<file path="config.mk">
export PLATFORM = sky130hd
export DESIGN_NAME = dmcs_ctrl_status
export DESIGN_NICKNAME = d
export VERILOG_FILES = /design/src/hw/dmcs_pkg.sv /design/src/hw/dmcs_ctrl_status.sv
export SDC_FILE = /design/constraint.sdc
export NUM_CORES = 1
export LEC_CHECK = 0
export ABC_AREA = 1
export BUFFER_PORTS_ARGS = -buffer_cell sky130_fd_sc_hd__buf_2
export CAP_MARGIN = 30
export CORE_MARGIN = 2
export CORE_UTILIZATION = 41
export DETAILED_ROUTE_END_ITERATION = 8
export PLACE_DENSITY = 0.81
export RECOVER_POWER = 100
export SLEW_MARGIN = 40
export SYNTH_ARGS = -nofsm -noshare
export SYNTH_HDL_FRONTEND = slang
export SYNTH_SLANG_ARGS = --single-unit
</file>
<file path="constraint.sdc">
create_clock -name clk -period 1.05 [get_ports clk]
set_input_delay 0.105 -clock clk [delete_from_list [all_inputs] [get_ports clk]]
set_output_delay 0.105 -clock clk [all_outputs]
set_load 0.05 [all_outputs]
</file>
<file path="src/hw/dmcs_pkg.sv">
package dmcs_pkg;
   // ==========================================
   // Register map (debug module interface word addresses)
   localparam logic [6:0] DMCS_ADDR_CONTROL = 7'h10;
   localparam logic [6:0] DMCS_ADDR_STATUS = 7'h11;
   localparam logic [6:0] DMCS_ADDR_HALT_SUMMARY_FIRST = 7'h40;
   localparam int DMCS_ADDR_W = 7;
   localparam int DMCS_DATA_W = 32;
   // ==========================================
   // Control register fields
   localparam int DMCS_CTL_ACTIVE = 0;
   localparam int DMCS_CTL_CORE_RST = 1;
   localparam int DMCS_CTL_ACK_RESET = 28;
   localparam int DMCS_CTL_RESUME_REQ = 30;
   localparam int DMCS_CTL_HALT_REQ = 31;
   // ==========================================
   // Status register fields
   localparam int DMCS_ST_ALL_RESET = 19;
   localparam int DMCS_ST_ANY_RESET = 18;
   localparam int DMCS_ST_ALL_RESACK = 17;
   localparam int DMCS_ST_ANY_RESACK = 16;
   localparam int DMCS_ST_ALL_UNAVAIL = 13;
   localparam int DMCS_ST_ANY_UNAVAIL = 12;
   localparam int DMCS_ST_ALL_RUN = 11;
   localparam int DMCS_ST_ANY_RUN = 10;
   localparam int DMCS_ST_ALL_HALT = 9;
   localparam int DMCS_ST_ANY_HALT = 8;
   localparam int DMCS_ST_AUTHENTICATED = 7;
   localparam int DMCS_ST_VERSION_LSB = 0;
   localparam logic [3:0] DMCS_VERSION = 4'h2;
   // ==========================================
   // Reset values
   localparam logic DMCS_RST_ACTIVE = 1'b0;
   localparam logic DMCS_RST_CORE_RST = 1'b0;
   localparam logic DMCS_RST_HALT_REQ = 1'b0;
   localparam logic DMCS_RST_HAVE_RESET = 1'b1;
   localparam logic DMCS_RST_RESUME_ACK = 1'b0;
   localparam logic [31:0] DMCS_RST_RDATA = 32'h0000_0000;
   // ==========================================
   // Access operations
   typedef enum logic [1:0] {
      DMCS_OP_NOP,
      DMCS_OP_READ,
      DMCS_OP_WRITE,
      DMCS_OP_RSVD
   } dmcs_op_t;
endpackage

</file>
<file path="src/hw/dmcs_ctrl_status.sv">
`timescale 1ns/1ps
// Functional notes
// - Control hart-select-high and both reset-halt-request bits read zero.
// - Control bit 1 drives core reset; debug module itself stays unaffected.
// - Module-active zero holds all debug state at reset values.
// - While inactive only the module-active bit accepts write data.
// - Status register is read-only; writes have no effect.
// - Status bits 19 and 18 show unacknowledged hart reset.
// - Status bits 17 and 16 show resume acknowledged.
// - Status bits 13 and 12 show hart unavailable.
// - Status bits 11 and 10 show hart running.
// - Status bits 9 and 8 show hart halted.
// - Status bit 7 always one, bit 6 always zero.
// - Status bit 5 reads zero; halt-on-reset uses preset halt request.
// - Bits 22, 15, 14, 4 and reserved status bits read zero.
// - Status version field 3:0 always reads 2.
// - Halt summary bit 0 shows halted; bits 31:1 read zero.
// - Unavailable hart is never reported halted.
// - Hart unavailable while in reset or core reset bit set.
// - Writing one to acknowledge-reset clears the have-reset state.
// - Resume request clears resume-ack; set again when hart resumes.
module dmcs_ctrl_status (
   // Clock and debug reset
   input wire logic clk,
   input wire logic rst_b,
   // Debug module interface access
   input wire logic dmi_req,
   input wire dmcs_pkg::dmcs_op_t dmi_op,
   input wire logic [dmcs_pkg::DMCS_ADDR_W-1:0] dmi_addr,
   input wire logic [dmcs_pkg::DMCS_DATA_W-1:0] dmi_wdata,
   output logic [dmcs_pkg::DMCS_DATA_W-1:0] dmi_rdata,
   output logic dmi_rvalid,
   // Hart state from the core
   input wire logic hart_in_reset,
   input wire logic hart_halted,
   input wire logic hart_running,
   input wire logic hart_resumed,
   // Run control toward the core
   output logic core_rst_req,
   output logic halt_req,
   output logic resume_req,
   output logic dm_active
);
   import dmcs_pkg::*;

   // ==========================================
   // Input synchronisers for core-side levels
   logic [3:0] hs_meta_r;
   logic [3:0] hs_sync_r;
   logic in_rst_s;
   logic halted_s;
   logic running_s;
   logic resumed_s;

   always_ff @(posedge clk or negedge rst_b) begin
      if (!rst_b) begin
         hs_meta_r <= 4'h0;
         hs_sync_r <= 4'h0;
      end else begin
         hs_meta_r <= {hart_resumed, hart_running, hart_halted, hart_in_reset};
         hs_sync_r <= hs_meta_r;
      end
   end

   assign in_rst_s = hs_sync_r[0];
   assign halted_s = hs_sync_r[1];
   assign running_s = hs_sync_r[2];
   assign resumed_s = hs_sync_r[3];

   // ==========================================
   // Access decode
   logic wr_ctl;
   logic rd_any;
   logic [DMCS_DATA_W-1:0] wd;

   assign wr_ctl = dmi_req && (dmi_op == DMCS_OP_WRITE) && (dmi_addr == DMCS_ADDR_CONTROL);
   assign rd_any = dmi_req && (dmi_op == DMCS_OP_READ);
   assign wd = dmi_wdata;

   // ==========================================
   // Control register
   logic active_r;
   logic core_rst_r;
   logic halt_req_r;
   logic resume_pulse_r;
   logic ack_pulse;
   logic resume_wr;

   // Field writes other than module-active only land while active
   assign ack_pulse = wr_ctl && active_r && wd[DMCS_CTL_ACK_RESET];
   assign resume_wr = wr_ctl && active_r && wd[DMCS_CTL_RESUME_REQ]
                      && !wd[DMCS_CTL_HALT_REQ];

   always_ff @(posedge clk or negedge rst_b) begin
      if (!rst_b) begin
         active_r <= DMCS_RST_ACTIVE;
      end else if (wr_ctl) begin
         active_r <= wd[DMCS_CTL_ACTIVE];
      end
   end

   always_ff @(posedge clk or negedge rst_b) begin
      if (!rst_b) begin
         core_rst_r <= DMCS_RST_CORE_RST;
         halt_req_r <= DMCS_RST_HALT_REQ;
      end else if (!active_r) begin
         core_rst_r <= DMCS_RST_CORE_RST;
         halt_req_r <= DMCS_RST_HALT_REQ;
      end else if (wr_ctl) begin
         core_rst_r <= wd[DMCS_CTL_CORE_RST];
         halt_req_r <= wd[DMCS_CTL_HALT_REQ];
      end
   end

   always_ff @(posedge clk or negedge rst_b) begin
      if (!rst_b) begin
         resume_pulse_r <= 1'b0;
      end else begin
         resume_pulse_r <= resume_wr;
      end
   end

   // ==========================================
   // Hart state tracking
   logic unavail;
   logic have_reset_r;
   logic resume_ack_r;
   logic resume_pend_r;

   assign unavail = in_rst_s || core_rst_r;

   // Set wins over acknowledge in the same cycle
   always_ff @(posedge clk or negedge rst_b) begin
      if (!rst_b) begin
         have_reset_r <= DMCS_RST_HAVE_RESET;
      end else if (unavail) begin
         have_reset_r <= 1'b1;
      end else if (!active_r) begin
         have_reset_r <= DMCS_RST_HAVE_RESET;
      end else if (ack_pulse) begin
         have_reset_r <= 1'b0;
      end
   end

   always_ff @(posedge clk or negedge rst_b) begin
      if (!rst_b) begin
         resume_ack_r <= DMCS_RST_RESUME_ACK;
         resume_pend_r <= 1'b0;
      end else if (!active_r) begin
         resume_ack_r <= DMCS_RST_RESUME_ACK;
         resume_pend_r <= 1'b0;
      end else if (resume_wr) begin
         resume_ack_r <= 1'b0;
         resume_pend_r <= 1'b1;
      end else if (resume_pend_r && resumed_s) begin
         resume_ack_r <= 1'b1;
         resume_pend_r <= 1'b0;
      end
   end

   // ==========================================
   // Reported run state
   logic rep_halted;
   logic rep_running;

   assign rep_halted = halted_s && !unavail;
   assign rep_running = running_s && !halted_s && !unavail;

   // ==========================================
   // Read data
   function automatic logic [DMCS_DATA_W-1:0] dmcs_pair(input logic v, input int lsb);
      logic [DMCS_DATA_W-1:0] r;
      r = '0;
      r[lsb] = v;
      r[lsb+1] = v;
      return r;
   endfunction

   logic [DMCS_DATA_W-1:0] ctl_view;
   logic [DMCS_DATA_W-1:0] st_view;
   logic [DMCS_DATA_W-1:0] hs_view;
   logic [DMCS_DATA_W-1:0] rdata_nxt;

   always_comb begin
      ctl_view = '0;
      ctl_view[DMCS_CTL_ACTIVE] = active_r;
      ctl_view[DMCS_CTL_CORE_RST] = core_rst_r;
   end

   always_comb begin
      st_view = '0;
      st_view = st_view | dmcs_pair(have_reset_r, DMCS_ST_ANY_RESET);
      st_view = st_view | dmcs_pair(resume_ack_r, DMCS_ST_ANY_RESACK);
      st_view = st_view | dmcs_pair(unavail, DMCS_ST_ANY_UNAVAIL);
      st_view = st_view | dmcs_pair(rep_running, DMCS_ST_ANY_RUN);
      st_view = st_view | dmcs_pair(rep_halted, DMCS_ST_ANY_HALT);
      st_view[DMCS_ST_AUTHENTICATED] = 1'b1;
      st_view[DMCS_ST_VERSION_LSB +: 4] = DMCS_VERSION;
   end

   always_comb begin
      hs_view = '0;
      hs_view[0] = rep_halted;
   end

   always_comb begin
      case (dmi_addr)
         DMCS_ADDR_CONTROL: rdata_nxt = ctl_view;
         DMCS_ADDR_STATUS: rdata_nxt = st_view;
         DMCS_ADDR_HALT_SUMMARY_FIRST: rdata_nxt = hs_view;
         default: rdata_nxt = '0;
      endcase
   end

   // Status and summary have no write path at all
   always_ff @(posedge clk or negedge rst_b) begin
      if (!rst_b) begin
         dmi_rdata <= DMCS_RST_RDATA;
         dmi_rvalid <= 1'b0;
      end else begin
         dmi_rvalid <= rd_any;
         if (rd_any) begin
            dmi_rdata <= rdata_nxt;
         end
      end
   end

   // ==========================================
   // Outputs
   always_ff @(posedge clk or negedge rst_b) begin
      if (!rst_b) begin
         core_rst_req <= DMCS_RST_CORE_RST;
         halt_req <= DMCS_RST_HALT_REQ;
         resume_req <= 1'b0;
         dm_active <= DMCS_RST_ACTIVE;
      end else begin
         core_rst_req <= core_rst_r;
         halt_req <= halt_req_r;
         resume_req <= resume_pulse_r;
         dm_active <= active_r;
      end
   end
endmodule

</file>
Word-level counts from Yosys, hierarchy flattened
Index checks and enable logic that the tools add are counted.
{"block": "op_classes", "addsub": 0, "multipliers": 0, "n_div": 0, "n_lt_le_gt_ge": 0, "n_eq_ne": 8, "shift": 0, "n_mux": 14, "bitwise_logic": 4, "reduce_logical": 15}
{"cell": "$pmux 20 s3", "count": 1}
{"cell": "$or 20x10->20", "count": 1}
{"cell": "$or 20x12->20", "count": 1}
{"cell": "$or 20x14->20", "count": 1}
{"cell": "$or 20x18->20", "count": 1}
{"cell": "$eq 7x5->1 const B", "count": 2}
{"cell": "$mux 1", "count": 13}
{"cell": "$logic_and 1x1->1", "count": 11}
{"cell": "$eq 7x7->1 const B", "count": 1}
{"cell": "$ne 3x1->1 const B", "count": 2}
{"cell": "$logic_not 1->1", "count": 3}
{"cell": "$eq 2x1->1 const B", "count": 1}
{"cell": "$eq 2x2->1 const B", "count": 1}
{"cell": "$ne 2x2->1 const B", "count": 1}
{"cell": "$logic_or 1x1->1", "count": 1}
{"block": "totals", "ff_bits": 52, "latchBits": 0, "ramBits": 0, "rom_bits": 0, "input_bits": 48, "out_inout_bits": 37, "wordCells": 56, "mem_count": 0}

Logic depth before layout (Yosys ltp)
{"block": "depth", "depth_word": 8, "mapped_depth": 7, "depth_no_buf": 7}

Least setup slack after synthesis
OpenSTA, ideal clock, no wires.
{"block": "synth_path", "path_kind": "register to output", "start": "register dmi_rdata[11] (netlist bit)", "end": "output dmi_rdata[11] (netlist bit)", "arrival_time_ps": 904, "setup_slack_ps": 41, "path_stages_with_launch": 2, "path_buffers": 1, "path_cell_list": "dfrtp_1 -> buf_4"}
{"element": "start: declaration", "line": "dmcs_ctrl_status.sv:31", "rtl": "output logic [dmcs_pkg::DMCS_DATA_W-1:0] dmi_rdata,"}
{"element": "start signal: assignment", "line": "dmcs_ctrl_status.sv:223", "rtl": "dmi_rdata <= rdata_nxt;"}
No word-level cell between the ends.

Worst setup path in the final report
{"block": "layout_path", "start": "register dmi_rdata[17] (netlist bit)", "end": "output dmi_rdata[17] (netlist bit)"}
No word-level cell between the ends.

==> summary.md <==
| Metric | Value |
|---|---|
| Async SR Flop Fraction | between 90% and 100% |
| Pre-Repair DR Iteration Count | 4 |
| Max Cap Viol | 0 |
| RSZ-0062 raised after global routing | true |
| Most common library cells after synthesis | nand2_1, dfrtp_1, buf_4 |
| Routed wire length | roughly 2.3 mm |
| Min-Delay Startpoint | dmi_wdata[28] |
| Pre-CTS WS | around 0.063 ns |
| Reg2Reg Launch Point | core_rst_r |
| Area leader, netlist | dfrtp_1 |
| Critical Path AT | ~0.96 ns |
| Core area | between 3000 and 4000 um^2 |
| Yosys cell types | 21 |
| CTS tree | yes |
| Final Util | 55.2% |
| Result of the run | finished with violations |
| Via count of the first global-routing pass | roughly 800 |
| Most common cell in the netlist | nand2_1 |
| Slowest-stage cell, CP | dfrtp_1 |
| Detailed-route via count | 915 |
| Hold Path End | have_reset_r |
| Crit share post-route | 101% |
| Root buf cell | clkbuf_4 |
| Sw Ratio | slightly below 30% |
| CP peak stage delay | approximately 0.43 ns |
| Post-synth EDFFs | 0 |
| Pint | approximately 1.4 mW |
| Clock share of power | around a quarter |
| Hpwl dp | approximately 1.6 mm |
| Fin crit period | 1.06 ns |
| Die Area | between 3000 and 4000 um^2 |
| Nets | 236 |
| Synth Area in Compound Gates | under 10% |
| Largest family of logic cells by synthesized area | simple AND/OR/NAND/NOR gates |
| Clock Skews | ~0.0021 ns |
| Total gr overflow | 0 |
| PwrDens | roughly 1200 nW/um^2 |
| Routed length per instance | 9.90 um |
| Worst VDD drop | about 950 uV |
| Crit Path Max Fanout | 3 |
| Vias per cell | about 4 |
| Worst-margin pin slew | 0.675 ns |
| Max Buffers Root-to-Sink | 2 |
| Clock Sinks | 28 |
| Routability cong. | approximately 0.76 |
| Area Growth Syn to Fin | 28.3% |
| CP cell instances | buf_4 |
| Yosys warning count | 0 |
| Die Height | 60.6 um |
| Share of layout cells above drive strength 1 | 35.8% |
| Fmax | about 940 MHz |
| DR DRC count | 0 |
| Clk Latency, worst-skew pair | approximately 0.32 ns |
| HP Class | in -> reg |
| Worst Hold Depth | 4 |
| DR iter-0 viols | 28 |
| Largest net degree at the start of global routing | 29 |
| Placed instance area | 1450 um^2 |
| Seq pwr share | a little under three fifths |
| Port bufs | 38 |
| Post-synthesis adder-cell area fraction | 0% |
| Seq cells post-synth | 28 |
| Initial antenna violation count | 0 |
| CP Buf/Inv Count | 1 |
| Req. time, crit path | between 0.9 and 1 ns |
| Syn Std Cell Area | 1310 um^2 |
| Post-Synth XOR/XNOR Area | 0% |
| Cell family with most CP delay | flip-flops |
| Failing checks | negative setup slack |
| CTS buffer count | 3 |
| R2R Setup Slk | around 0.060 ns |
| Clk slew on worst S/H paths | approximately 0.14 ns |
| Register area share after synthesis | a little over half |
| Crit Path Category | reg -> out |
| Die Wd | ~60 um |
| Global-route wire length before repair | roughly 3.5 mm |
| Mapped Cells | between 100 and 150 |
| Total GRT Usage | roughly an eighth |
| Relative slew slack | 55.0% |
| R2r endpoint | dmi_rdata[0] |
| Top cells by area, synth | dfrtp_1, buf_4, nand2_1 |
| Simple-gate share of the synthesized area | around a quarter |
| CP endpoint kind | primary output |
| Post-DRT Antenna Nets | 0 |
| Pins over their slew limit | 0 |
| Setup violators final | 2 |
| Final Power | about 1.9 mW |
| Diodes inserted | 0 |
| Psw | 559 uW |
| Final Hold Fails | 0 |
| Startpoint Class | flop |
| Leakage | 0.979 nW |
| Area share of the largest cell type after synthesis | between 50% and 60% |
| H-tree depth | 1 |
| Top_reg_cell synth | dfrtp_1 |
| Row cnt | 20 |
| Comb power frac | about 16% |
| Number of top-level pins | 85 |
| Worst Reg-to-Reg Cells | 7 |
| Mean Syn Cell Area | just under 10 um^2 |
| Fill count | 300 |
| Starting Density | a little over two fifths |
| Mux cell area share after synthesis | 0% |
| Worst Slack Setup Final | -0.0109 ns |
| Finished Cell Area | approximately 1700 um^2 |
[per-stage QoR]
stage	hold slack (ns)	std cells	setup TNS, ns
3_3_place_gp	0.117	211	0
3_5_place_dp	0.126	211	0
6_report	0.00985	231	-0.0218
2_1_floorplan	-0.191	152	0
5_1_grt	0.00913	231	-0.384
4_1_cts	0.00608	226	-0.0350
[power by group through the flow]
| stage | sequential, mW | combinational, mW | clock (mW) |
|---|---|---|---|
| detailed placement | 1.13 | 0.294 | 0 |
| floorplan | 1.14 | 0.261 | 0 |
| finish | 1.11 | 0.315 | 0.517 |
| global placement | 1.13 | 0.290 | 0 |
| global route | 1.11 | 0.340 | 0.580 |
| CTS | 1.11 | 0.314 | 0.535 |
[cells in the final DEF (no fill, tap or decap)]
cell	count
nand2_1	28
dfrtp_1	26
buf_2	20
conb_1	19
inv_1	14
buf_4	14
nand3_1	11
buf_6	11
nor2_1	7
dlygate4sd3_1	7
clkbuf_4	5
nand2_2	3
nand4_1	3
inv_2	2
nor2_4	2
nor2_2	2
o21ai_0	2
nand3_4	1
nor2_8	1
nand2_4	1
nor3_1	1
o21ai_2	1
a21oi_1	1
dfrtp_2	1
clkbuf_8	1
dfstp_2	1
clkbuf_1	1
clkbuf_2	1
[cell type report]
type / count / area (um^2) / area share [%]
Clock buffer: 4 / 36.3 / 2.15
Inverter: 16 / 60.1 / 3.56
Multi-Input combinational cell: 83 / 408 / 24.2
Timing Repair Buffer: 56 / 423 / 25.1
Sequential cell: 28 / 703 / 41.7
Tap cell: 44 / 55.1 / 3.27
[what timing repair did]
item                                    in CTS  in global routing
hold buffers                                 6                  1
hold endpoints to repair                    32                  1
resized for setup                           17                 19
endpoints found under the setup margin      13                 21
setup buffers                                5                  4
[registers in the layout, indices dropped and copies added (netlist names)]
register	count
hs_meta_r	4
have_reset_r	1
dm_active	1
halt_req_r	1
resume_pend_r	1
core_rst_r	1
hs_sync_r	4
dmi_rvalid	1
resume_ack_r	1
halt_req	1
active_r	1
dmi_rdata	8
core_rst_req	1
resume_req	1
resume_pulse_r	1
[cells by family after synthesis]
group           Yosys count
other cells               1
simple gates             60
compound gates            4
flops                    28
buf+inv                  41
[per-layer routing]
layer,up-vias,global-route usage (%),routed length (um)
met1,408,14.9,923
met5,-,0,0
met4,0,1.86,12
met3,2,4.48,130
li1,473,-,-
met2,32,23.3,1220
[worst max path at each step]
stage | slack, ns | from | endpoint | cells past startpoint
after floorplan | 0.04 | dmi_rdata[11] | dmi_rdata[11] | 1
after global placement | 0.09 | dmi_addr[3] | resume_ack_r | 7
after detailed placement | 0.06 | dmi_addr[3] | resume_ack_r | 7
after CTS | -0.02 | dmi_rdata[17] | dmi_rdata[16] | 1
after global routing | -0.05 | core_rst_r | dmi_rdata[0] | 7
final | -0.01 | dmi_rdata[17] | dmi_rdata[17] | 1
No activity file was read; power rests on OpenSTA's default activity.
